**config.mk**
```make
export PLATFORM = sky130hd
export DESIGN_NAME = supply_supervisor
export DESIGN_NICKNAME = d
export VERILOG_FILES = /design/src/hw/supervisor_pkg.sv /design/src/hw/span_timer.sv /design/src/hw/supply_supervisor.sv
export SDC_FILE = /design/constraint.sdc
export NUM_CORES = 1
export LEC_CHECK = 0
export BUFFER_PORTS_ARGS = -buffer_cell sky130_fd_sc_hd__buf_2
export CAP_MARGIN = 20
export CORE_MARGIN = 1
export CORE_UTILIZATION = 55
export DETAILED_ROUTE_END_ITERATION = 12
export PLACE_DENSITY_LB_ADDON = 0.2
export SLEW_MARGIN = 10
export SYNTH_ARGS = -nofsm -noshare
export SYNTH_HDL_FRONTEND = slang
export SYNTH_SLANG_ARGS = --single-unit
```
**constraint.sdc**
```tcl
create_clock -name clk_sys_i -period 4.15 [get_ports clk_sys_i]
set_clock_uncertainty 0.15 [all_clocks]
set_input_delay 0.83 -clock clk_sys_i [delete_from_list [all_inputs] [get_ports clk_sys_i]]
set_output_delay 0.83 -clock clk_sys_i [all_outputs]
set_load 0.02 [all_outputs]
```
**src/hw/supervisor_pkg.sv**
```systemverilog
// constants, field layouts and carrier types of the supply supervisor
package supervisor_pkg;
    // ****************************************************************
    // clock and timing
    // ****************************************************************
    localparam int CLK_HZ = 40_000_000;
    localparam int CLK_NS = 25;
    localparam int MS_TICK_CYC = CLK_HZ / 1000;
    localparam int RST_TIMEOUT_MS = 145;
    localparam int RST_TIMEOUT_CYC = MS_TICK_CYC * RST_TIMEOUT_MS;
    localparam int CE_HOLD_NS = 12000;
    localparam int CE_HOLD_CYC = CE_HOLD_NS / CLK_NS;
    localparam int WD_TIMEOUT_MS = 1600;
    localparam int TEST_PERIOD_H = 24;
    localparam int TEST_PERIOD_MS = TEST_PERIOD_H * 3600 * 1000;
    localparam int TEST_PULSE_MS = 1300;

    // ****************************************************************
    // register map
    // ****************************************************************
    localparam int ADDR_W = 4;
    localparam logic [3:0] CTRL_ADDR = 4'h0;
    localparam logic [3:0] STATUS_ADDR = 4'h4;
    localparam int CTRL_WD_EN_BIT = 0;
    localparam int CTRL_TEST_BIT = 1;
    localparam logic CTRL_WD_EN_RST = 1'h1;
    localparam logic [1:0] RESP_OKAY = 2'h0;
    localparam logic [1:0] RESP_SLVERR = 2'h2;

    // ****************************************************************
    // types
    // ****************************************************************
    typedef struct packed {
        logic supply_low;
        logic early_low;
        logic backup_cell_input_above;
        logic supply_above_101;
        logic cell_low;
        logic cell_below_2v6;
        logic pf_below;
        logic pf_above_hys;
        logic kick_float;
        logic watchdog_kick_in;
        logic manual_reset_n;
        logic raw_select_n;
    } sense_t;

    typedef enum logic [1:0] {CE_PASS, CE_HOLD, CE_BLOCK} ce_state_t;
endpackage : supervisor_pkg

```
**src/hw/span_timer.sv**
```systemverilog
// saturating up-counter that flags when a terminal count is reached
`timescale 1ns/1ps
module span_timer #(
    parameter int W = 24
) (
    input wire logic clk_sys_i,
    input wire logic srst_i,
    input wire logic clr_i,
    input wire logic step_i,
    input wire logic [W-1:0] limit_i,
    output logic done_o
);
    logic [W-1:0] count;
    wire [W-1:0] next_count = W'(count + 1'b1);

    generate
        if (W < 2) begin : g_bad_width
            $error("span_timer width too small");
        end
    endgenerate

    always_ff @(posedge clk_sys_i) begin
        if (srst_i || clr_i) begin
            count <= '0;
            done_o <= 1'b0;
        end else if (step_i && !done_o) begin
            count <= next_count;
            done_o <= (next_count == limit_i);
        end
    end
endmodule : span_timer

```
**src/hw/supply_supervisor.sv**
```systemverilog
// supply supervisor: reset timing, watchdog, backup switchover, cell test, select gating
//
// The implementer's own choices: the AXI4-Lite interface to the registers and the register addresses.
`timescale 1ns/1ps

// What this block does
// - low supply and battery higher selects battery
// - supply above 1.01 battery returns main
// - reset low while fault, then full timeout
// - active-high reset mirrors the active-low one
// - watchdog output asserts after quiet timeout
// - watchdog count clears on reset or edge
// - watchdog output releases on edge or reset
// - floating kick input disables the watchdog
// - early warning low on low-line flag
// - cell test pulse 1.3s every 24h
// - low cell during test drops cell good
// - cell good low on backup or weak cell
// - backup output high while on battery
// - power fail output with hysteresis flags
// - gated select low outside reset, or held low into reset
// - held select ends at 12us or release
// - after hold, select stays high in reset
// - select high at reset stays high
// - reset outlasts manual release by 145ms
module supply_supervisor #(
    parameter int RST_CYC = supervisor_pkg::RST_TIMEOUT_CYC,
    parameter int WD_MS = supervisor_pkg::WD_TIMEOUT_MS,
    parameter int TEST_MS = supervisor_pkg::TEST_PERIOD_MS,
    parameter int PULSE_MS = supervisor_pkg::TEST_PULSE_MS,
    parameter int MS_CYC = supervisor_pkg::MS_TICK_CYC
) (
    input wire logic clk_sys_i,
    input wire logic srst_i,
    input wire supervisor_pkg::sense_t sense_i,
    output logic reset_n_o,
    output logic reset_o,
    output logic watchdog_expired_n_o,
    output logic early_warning_n_o,
    output logic cell_test_pulse_n_o,
    output logic cell_test_pulse_oe_o,
    output logic cell_good_o,
    output logic on_backup_power_o,
    output logic power_fail_n_o,
    output logic gated_select_n_o,
    input wire logic [supervisor_pkg::ADDR_W-1:0] s_axi_awaddr,
    input wire logic s_axi_awvalid,
    output logic s_axi_awready,
    input wire logic [31:0] s_axi_wdata,
    input wire logic [3:0] s_axi_wstrb,
    input wire logic s_axi_wvalid,
    output logic s_axi_wready,
    output logic [1:0] s_axi_bresp,
    output logic s_axi_bvalid,
    input wire logic s_axi_bready,
    input wire logic [supervisor_pkg::ADDR_W-1:0] s_axi_araddr,
    input wire logic s_axi_arvalid,
    output logic s_axi_arready,
    output logic [31:0] s_axi_rdata,
    output logic [1:0] s_axi_rresp,
    output logic s_axi_rvalid,
    input wire logic s_axi_rready
);
    localparam int HOLD_MAX = supervisor_pkg::CE_HOLD_CYC + 1;

    generate
        if (RST_CYC < 1 || RST_CYC >= (1 << 24) || WD_MS < 1 || WD_MS >= (1 << 16)
            || TEST_MS < 1 || TEST_MS >= (1 << 27) || PULSE_MS < 1
            || PULSE_MS >= (1 << 16) || MS_CYC < 2 || MS_CYC >= (1 << 16)) begin : g_bad
            $error("supply_supervisor parameter out of range");
        end
    endgenerate

    // ****************************************************************
    // input synchronisers
    // ****************************************************************
    supervisor_pkg::sense_t sync_a;
    supervisor_pkg::sense_t s;
    logic kick_q;

    always_ff @(posedge clk_sys_i) begin
        sync_a <= sense_i;
        s <= sync_a;
        kick_q <= s.watchdog_kick_in;
    end

    wire kick_edge = s.watchdog_kick_in ^ kick_q;

    // ****************************************************************
    // millisecond tick
    // ****************************************************************
    logic [15:0] ms_div;
    logic ms_tick;
    wire div_wrap = (ms_div == 16'(MS_CYC - 1));

    always_ff @(posedge clk_sys_i) begin
        if (srst_i) begin
            ms_div <= 16'h0000;
            ms_tick <= 1'b0;
        end else begin
            ms_div <= div_wrap ? 16'h0000 : 16'(ms_div + 1'b1);
            ms_tick <= div_wrap;
        end
    end

    // ****************************************************************
    // reset generation
    // ****************************************************************
    logic rst_active;
    logic rst_done;
    wire rst_cond = s.supply_low || !s.manual_reset_n;
    // the timer restarts whenever a fault reappears, so a bouncing button
    // keeps reset asserted without any debounce logic
    wire next_rst_active = rst_cond ? 1'b1 : (rst_done ? 1'b0 : rst_active);

    span_timer #(.W(24)) u_rst_timer (
        .clk_sys_i(clk_sys_i),
        .srst_i(srst_i),
        .clr_i(rst_cond || !rst_active),
        .step_i(1'b1),
        .limit_i(24'(RST_CYC)),
        .done_o(rst_done)
    );

    // ****************************************************************
    // watchdog
    // ****************************************************************
    logic wd_en;
    logic wd_done;
    wire wd_on = wd_en && !s.kick_float;
    wire wd_clr = !wd_on || kick_edge || rst_active;

    // one extra tick because the first millisecond is only partly seen
    span_timer #(.W(16)) u_wd_timer (
        .clk_sys_i(clk_sys_i),
        .srst_i(srst_i),
        .clr_i(wd_clr),
        .step_i(ms_tick),
        .limit_i(16'(WD_MS + 1)),
        .done_o(wd_done)
    );

    // ****************************************************************
    // periodic cell test
    // ****************************************************************
    logic test_run;
    logic test_fail;
    logic test_req;
    logic period_done;
    logic pulse_done;
    wire test_start = !test_run && (period_done || test_req);
    wire next_test_run = test_start ? 1'b1 : (pulse_done ? 1'b0 : test_run);

    span_timer #(.W(27)) u_period_timer (
        .clk_sys_i(clk_sys_i),
        .srst_i(srst_i),
        .clr_i(test_start),
        .step_i(ms_tick),
        .limit_i(27'(TEST_MS)),
        .done_o(period_done)
    );

    span_timer #(.W(16)) u_pulse_timer (
        .clk_sys_i(clk_sys_i),
        .srst_i(srst_i),
        .clr_i(!test_run),
        .step_i(ms_tick),
        .limit_i(16'(PULSE_MS)),
        .done_o(pulse_done)
    );

    // ****************************************************************
    // backup switchover and status outputs
    // ****************************************************************
    logic on_backup;
    wire next_backup = s.supply_above_101 ? 1'b0
        : ((rst_active && s.backup_cell_input_above) ? 1'b1 : on_backup);
    wire cell_fail_now = test_run && s.cell_below_2v6;
    wire next_fail = cell_fail_now ? 1'b1 : (test_start ? 1'b0 : test_fail);
    wire next_good = !(on_backup || s.cell_low || next_fail);
    wire next_pf_n = s.pf_below ? 1'b0 : (s.pf_above_hys ? 1'b1 : power_fail_n_o);
    wire next_wdo_n = (rst_active || wd_clr) ? 1'b1
        : (wd_done ? 1'b0 : watchdog_expired_n_o);

    always_ff @(posedge clk_sys_i) begin
        if (srst_i) begin
            rst_active <= 1'b1;
            on_backup <= 1'b0;
            test_run <= 1'b0;
            test_fail <= 1'b0;
            reset_n_o <= 1'b0;
            reset_o <= 1'b1;
            watchdog_expired_n_o <= 1'b1;
            early_warning_n_o <= 1'b0;
            cell_test_pulse_n_o <= 1'b0;
            cell_test_pulse_oe_o <= 1'b0;
            cell_good_o <= 1'b0;
            on_backup_power_o <= 1'b0;
            power_fail_n_o <= 1'b1;
        end else begin
            rst_active <= next_rst_active;
            on_backup <= next_backup;
            test_run <= next_test_run;
            test_fail <= next_fail;
            reset_n_o <= !rst_active;
            reset_o <= rst_active;
            watchdog_expired_n_o <= next_wdo_n;
            // held low until reset releases, so it deasserts no earlier than the same cycle as reset_n_o
            early_warning_n_o <= !(s.early_low || rst_active);
            cell_test_pulse_n_o <= 1'b0;
            cell_test_pulse_oe_o <= next_test_run;
            cell_good_o <= next_good;
            on_backup_power_o <= next_backup;
            power_fail_n_o <= next_pf_n;
        end
    end

    // ****************************************************************
    // chip-select gating
    // ****************************************************************
    supervisor_pkg::ce_state_t ce_state;
    supervisor_pkg::ce_state_t next_ce;
    logic hold_done;
    logic next_gated;

    span_timer #(.W(10)) u_hold_timer (
        .clk_sys_i(clk_sys_i),
        .srst_i(srst_i),
        .clr_i(ce_state != supervisor_pkg::CE_HOLD),
        .step_i(1'b1),
        .limit_i(10'(supervisor_pkg::CE_HOLD_CYC)),
        .done_o(hold_done)
    );

    always_comb begin
        next_ce = ce_state;
        next_gated = 1'b1;
        case (ce_state)
            supervisor_pkg::CE_PASS: begin
                if (!rst_active) begin
                    next_gated = s.raw_select_n;
                end else if (!s.raw_select_n) begin
                    next_ce = supervisor_pkg::CE_HOLD;
                    next_gated = 1'b0;
                end else begin
                    next_ce = supervisor_pkg::CE_BLOCK;
                end
            end
            supervisor_pkg::CE_HOLD: begin
                if (s.raw_select_n || hold_done) begin
                    next_ce = supervisor_pkg::CE_BLOCK;
                end else begin
                    next_gated = 1'b0;
                end
            end
            supervisor_pkg::CE_BLOCK: begin
                if (!rst_active) begin
                    next_ce = supervisor_pkg::CE_PASS;
                end
            end
            default: begin
                next_ce = supervisor_pkg::CE_BLOCK;
            end
        endcase
    end

    always_ff @(posedge clk_sys_i) begin
        if (srst_i) begin
            ce_state <= supervisor_pkg::CE_BLOCK;
            gated_select_n_o <= 1'b1;
        end else begin
            ce_state <= next_ce;
            gated_select_n_o <= next_gated;
        end
    end

    // ****************************************************************
    // register slave
    // ****************************************************************
    logic [supervisor_pkg::ADDR_W-1:0] wr_addr;
    logic [31:0] wr_data;
    logic [3:0] wr_strb;
    wire wr_go = !s_axi_awready && !s_axi_wready && !s_axi_bvalid;
    wire wr_ctrl = (wr_addr == supervisor_pkg::CTRL_ADDR);
    wire wr_known = wr_ctrl || (wr_addr == supervisor_pkg::STATUS_ADDR);
    wire rd_ctrl = (s_axi_araddr == supervisor_pkg::CTRL_ADDR);
    wire rd_stat = (s_axi_araddr == supervisor_pkg::STATUS_ADDR);
    wire [31:0] ctrl_word = {31'h0, wd_en};
    wire [31:0] stat_word = {22'h0, ce_state, test_fail, test_run, cell_good_o,
        early_warning_n_o, power_fail_n_o, watchdog_expired_n_o, on_backup, rst_active};
    wire [31:0] rd_word = rd_ctrl ? ctrl_word : (rd_stat ? stat_word : 32'h0);

    always_ff @(posedge clk_sys_i) begin
        if (srst_i) begin
            s_axi_awready <= 1'b1;
            s_axi_wready <= 1'b1;
            s_axi_bvalid <= 1'b0;
            s_axi_bresp <= supervisor_pkg::RESP_OKAY;
            wr_addr <= '0;
            wr_data <= 32'h0;
            wr_strb <= 4'h0;
            wd_en <= supervisor_pkg::CTRL_WD_EN_RST;
            test_req <= 1'b0;
        end else begin
            test_req <= 1'b0;
            if (s_axi_awvalid && s_axi_awready) begin
                wr_addr <= s_axi_awaddr;
                s_axi_awready <= 1'b0;
            end
            if (s_axi_wvalid && s_axi_wready) begin
                wr_data <= s_axi_wdata;
                wr_strb <= s_axi_wstrb;
                s_axi_wready <= 1'b0;
            end
            if (wr_go) begin
                s_axi_bvalid <= 1'b1;
                s_axi_bresp <= wr_known ? supervisor_pkg::RESP_OKAY
                    : supervisor_pkg::RESP_SLVERR;
                if (wr_ctrl && wr_strb[0]) begin
                    wd_en <= wr_data[supervisor_pkg::CTRL_WD_EN_BIT];
                    test_req <= wr_data[supervisor_pkg::CTRL_TEST_BIT];
                end
            end
            if (s_axi_bvalid && s_axi_bready) begin
                s_axi_bvalid <= 1'b0;
                s_axi_awready <= 1'b1;
                s_axi_wready <= 1'b1;
            end
        end
    end

    always_ff @(posedge clk_sys_i) begin
        if (srst_i) begin
            s_axi_arready <= 1'b1;
            s_axi_rvalid <= 1'b0;
            s_axi_rdata <= 32'h0;
            s_axi_rresp <= supervisor_pkg::RESP_OKAY;
        end else if (s_axi_arvalid && s_axi_arready) begin
            s_axi_arready <= 1'b0;
            s_axi_rvalid <= 1'b1;
            s_axi_rdata <= rd_word;
            s_axi_rresp <= (rd_ctrl || rd_stat) ? supervisor_pkg::RESP_OKAY
                : supervisor_pkg::RESP_SLVERR;
        end else if (s_axi_rvalid && s_axi_rready) begin
            s_axi_rvalid <= 1'b0;
            s_axi_arready <= 1'b1;
        end
    end
endmodule : supply_supervisor

```
==> results.cfg <==
[status]
outcome = completed

[timing]
whs_ns = 0.171
drv_slew = 0
clock.fmax_ghz = 0.385
worstMarginPinSlew_ns = 0.691
finalCritPeriodShare_pct = 62.6
hold_viol_final = 0
slew_headroom_pct = 53.8
finalCriticalPeriod_ns = 2.60
rsz0062_at_grt = no
tns_ns = 0
setup_viol = 0

[floorplanning]
dieHeight_um = 124
initial_utilization_pct = 56.1
ios = 114
dieArea_mm2 = 0.0153
rows = 44
die_x_um = 124
coreArea_mm2 = 0.0145

[clock_tree]
cts_buffer_depth = 2
cts_hold_buf = 0
postCtsSetupRepairBufs = 0
cts_resized = 0
clk_pin_slew_ns = 0.07
numCtsBuffers = 17
clock_latency_ns = 0.44
tritoncts = done
cts_root_buf = clkbuf_16
htreeDepth = 4
clock_sinks = 179

[synthesis]
async_flop_share_pct = 0
syn_area_per_cell_um2 = 8.40
synthCells = 966
synth_top_area_cell = dfxtp_1
yosysMostFrequentCell = dfxtp_1
syn_area_mm2 = 0.00812
yosysSeqAreaShare_pct = 44.1
synthDistinctLibCells = 63
synth_common_cells = dfxtp_1, nor2_1, nand2_1
synthTopCellsByArea = dfxtp_1, xor2_1, nor2_1
synth_ff_type = dfxtp_1
ys_seq_elements = 179
synth_top_area_share_pct = 44.1
synth_edf_count = 0
synth_warnings = 0

[job]
maxCapViolCount = 0

[pwr]
combPwrFrac_pct = 3.0
finalPower_mw = 3.36
clkPwrFrac_pct = 44.5
ir_worst_vdd_uv = 305
p_sw_share_pct = 22.4
seq_power_share_pct = 52.5
leakage_nw = 3.22
p_sw_uw = 753
p_per_area_mw_per_mm2 = 374
p_int_mw = 2.60

[setup_path]
crit_fanout = 26
critPathCaptureType = flip-flop
worst_setup_path_start_kind = input pin
cp_data_arrival_time_ns = 2.82
worstSetupPathType = in2reg
crit_required_ns = 4.37

[final_layout]
fin_util_pct = 61.9
antenna_cells = 0
drive_gt1_share_pct = 10.9
final_cells = 1200
finalNetCount = 1077
layout-area-overhead-vs-synth_pct = 10.5

[grt]
grt_pass1_vias = 5825
grt_start_max_net_pins = 30
antenna_found_initial = 0
grt-ovfl-total = 0
grt_usage_pct = 22.0
grt_pass1_wl_mm = 26.4

[placed_design]
hpwl_mm = 10.7
dp.cells = 1168
io_buffers = 55
gp_congestion = 0.829

[drt]
drc = 0
antenna_left = 0
vias = 6465
drt_iter0_drc = 388
routedWlPerCell_um = 13.1
viasPerCell = 5.39
wl_mm = 15.7
first_pass_iters = 6

[worst_hold_path]
hold_class = reg2reg
==> critical path, cell delays in order <==
cell and delay (ns):
buf_2 0.22, nor3b_1 0.29, nand2_1 0.08, buf_4 0.23
nor4b_1 0.32, o211ai_1 0.13, a2111oi_0 0.44, nand4_1 0.14
o22ai_1 0.12
==> cells by family (layout without fill, tap and decap cells) <==
logic type / Yosys count / count (layout) / synth area share [%]
adder cells (fa/ha/maj): 10 / 10 / 1.54
AND/OR/NAND/NOR: 460 / 460 / 27.5
XOR/XNOR: 115 / 115 / 12.4
multiplexers: 4 / 4 / 0.524
other: 1 / 25 / 0.0462
AO/OA/AOI/OAI: 108 / 108 / 8.37
buffers and inverters: 89 / 115 / 5.44
flip-flops: 179 / 179 / 44.1
==> registers in the layout (all words and copies together) (netlist names), 2 cells and up <==
signal and count:
u_period_timer.count 27, u_rst_timer.count 24, ms_div 16, u_pulse_timer.count 16, u_wd_timer.count 16, s 12
sync_a 12, s_axi_rdata 10, u_hold_timer.count 10, wr_addr 4, ce_state 2, wr_data 2
==> cell usage in the layout, fill, tap and decap left out, types with 10 or more instances in the layout <==
| master | n |
|---|---|
| ha_1 | 10 |
| o21ai_0 | 20 |
| nand4_1 | 32 |
| or3_1 | 15 |
| nor2_1 | 155 |
| nor3_1 | 22 |
| xnor2_1 | 41 |
| nand3_1 | 61 |
| buf_2 | 55 |
| nand2_1 | 90 |
| dfxtp_1 | 179 |
| conb_1 | 25 |
| and3_1 | 18 |
| a21oi_1 | 36 |
| inv_1 | 21 |
| xor2_1 | 74 |
| nor4_1 | 11 |
| clkbuf_16 | 17 |
==> metrics by stage <==
stage	setup WS, ns	area [µm²]
2_1_floorplan	1.74	8210
3_3_place_gp	1.16	8400
3_5_place_dp	1.09	8400
4_1_cts	1.54	8960
5_1_grt	1.34	8970
6_report	1.55	8970
==> final cells by class <==
class / count / area, µm²
clock buffers: 21 / 480
clock inverters: 10 / 76.3
repair buffers: 62 / 328
flip-flops and latches: 179 / 3580
fillers: 1289 / 5510
inverters: 22 / 82.6
multi-input cells: 722 / 4190
well taps: 184 / 230
==> routing by layer <==
layer	share of wire (%)	GRT usage [%]	vias to the layer above
li1	-	-	3325
met1	49	28.6	2983
met2	44	34.9	135
met3	4.5	5.95	22
met4	1.8	8.21	0
met5	0	0	-
==> worst paths after layout <==
| kind | startpoint | end | slack, ns | depth (start not counted) |
|---|---|---|---|---|
| worst min-delay path | sync_a[6]$_DFF_P_ | s[6]$_DFF_P_ | 0.17 | 0 |
| worst max-delay path | srst_i | u_rst_timer.done_o$_SDFF_PP0_ | 1.55 | 9 |
| worst min register to register | sync_a[6]$_DFF_P_ | s[6]$_DFF_P_ | 0.17 | 0 |
| worst max register to register | u_period_timer.count[0]$_SDFFE_PP0P_ | u_period_timer.count[26]$_SDFFE_PP0P_ | 1.70 | 7 |
==> power by group through the flow <==
| stage | combinational [mW] | clock (mW) | sequential (mW) |
|---|---|---|---|
| 2_1_floorplan | 0.0757 | 0 | 1.80 |
| 6_report | 0.101 | 1.49 | 1.76 |
| 5_1_grt | 0.113 | 1.60 | 1.76 |
| 3_5_place_dp | 0.101 | 0 | 1.80 |
| 3_3_place_gp | 0.100 | 0 | 1.80 |
| 4_1_cts | 0.101 | 1.53 | 1.76 |
No activity file was read; power rests on OpenSTA's default activity.
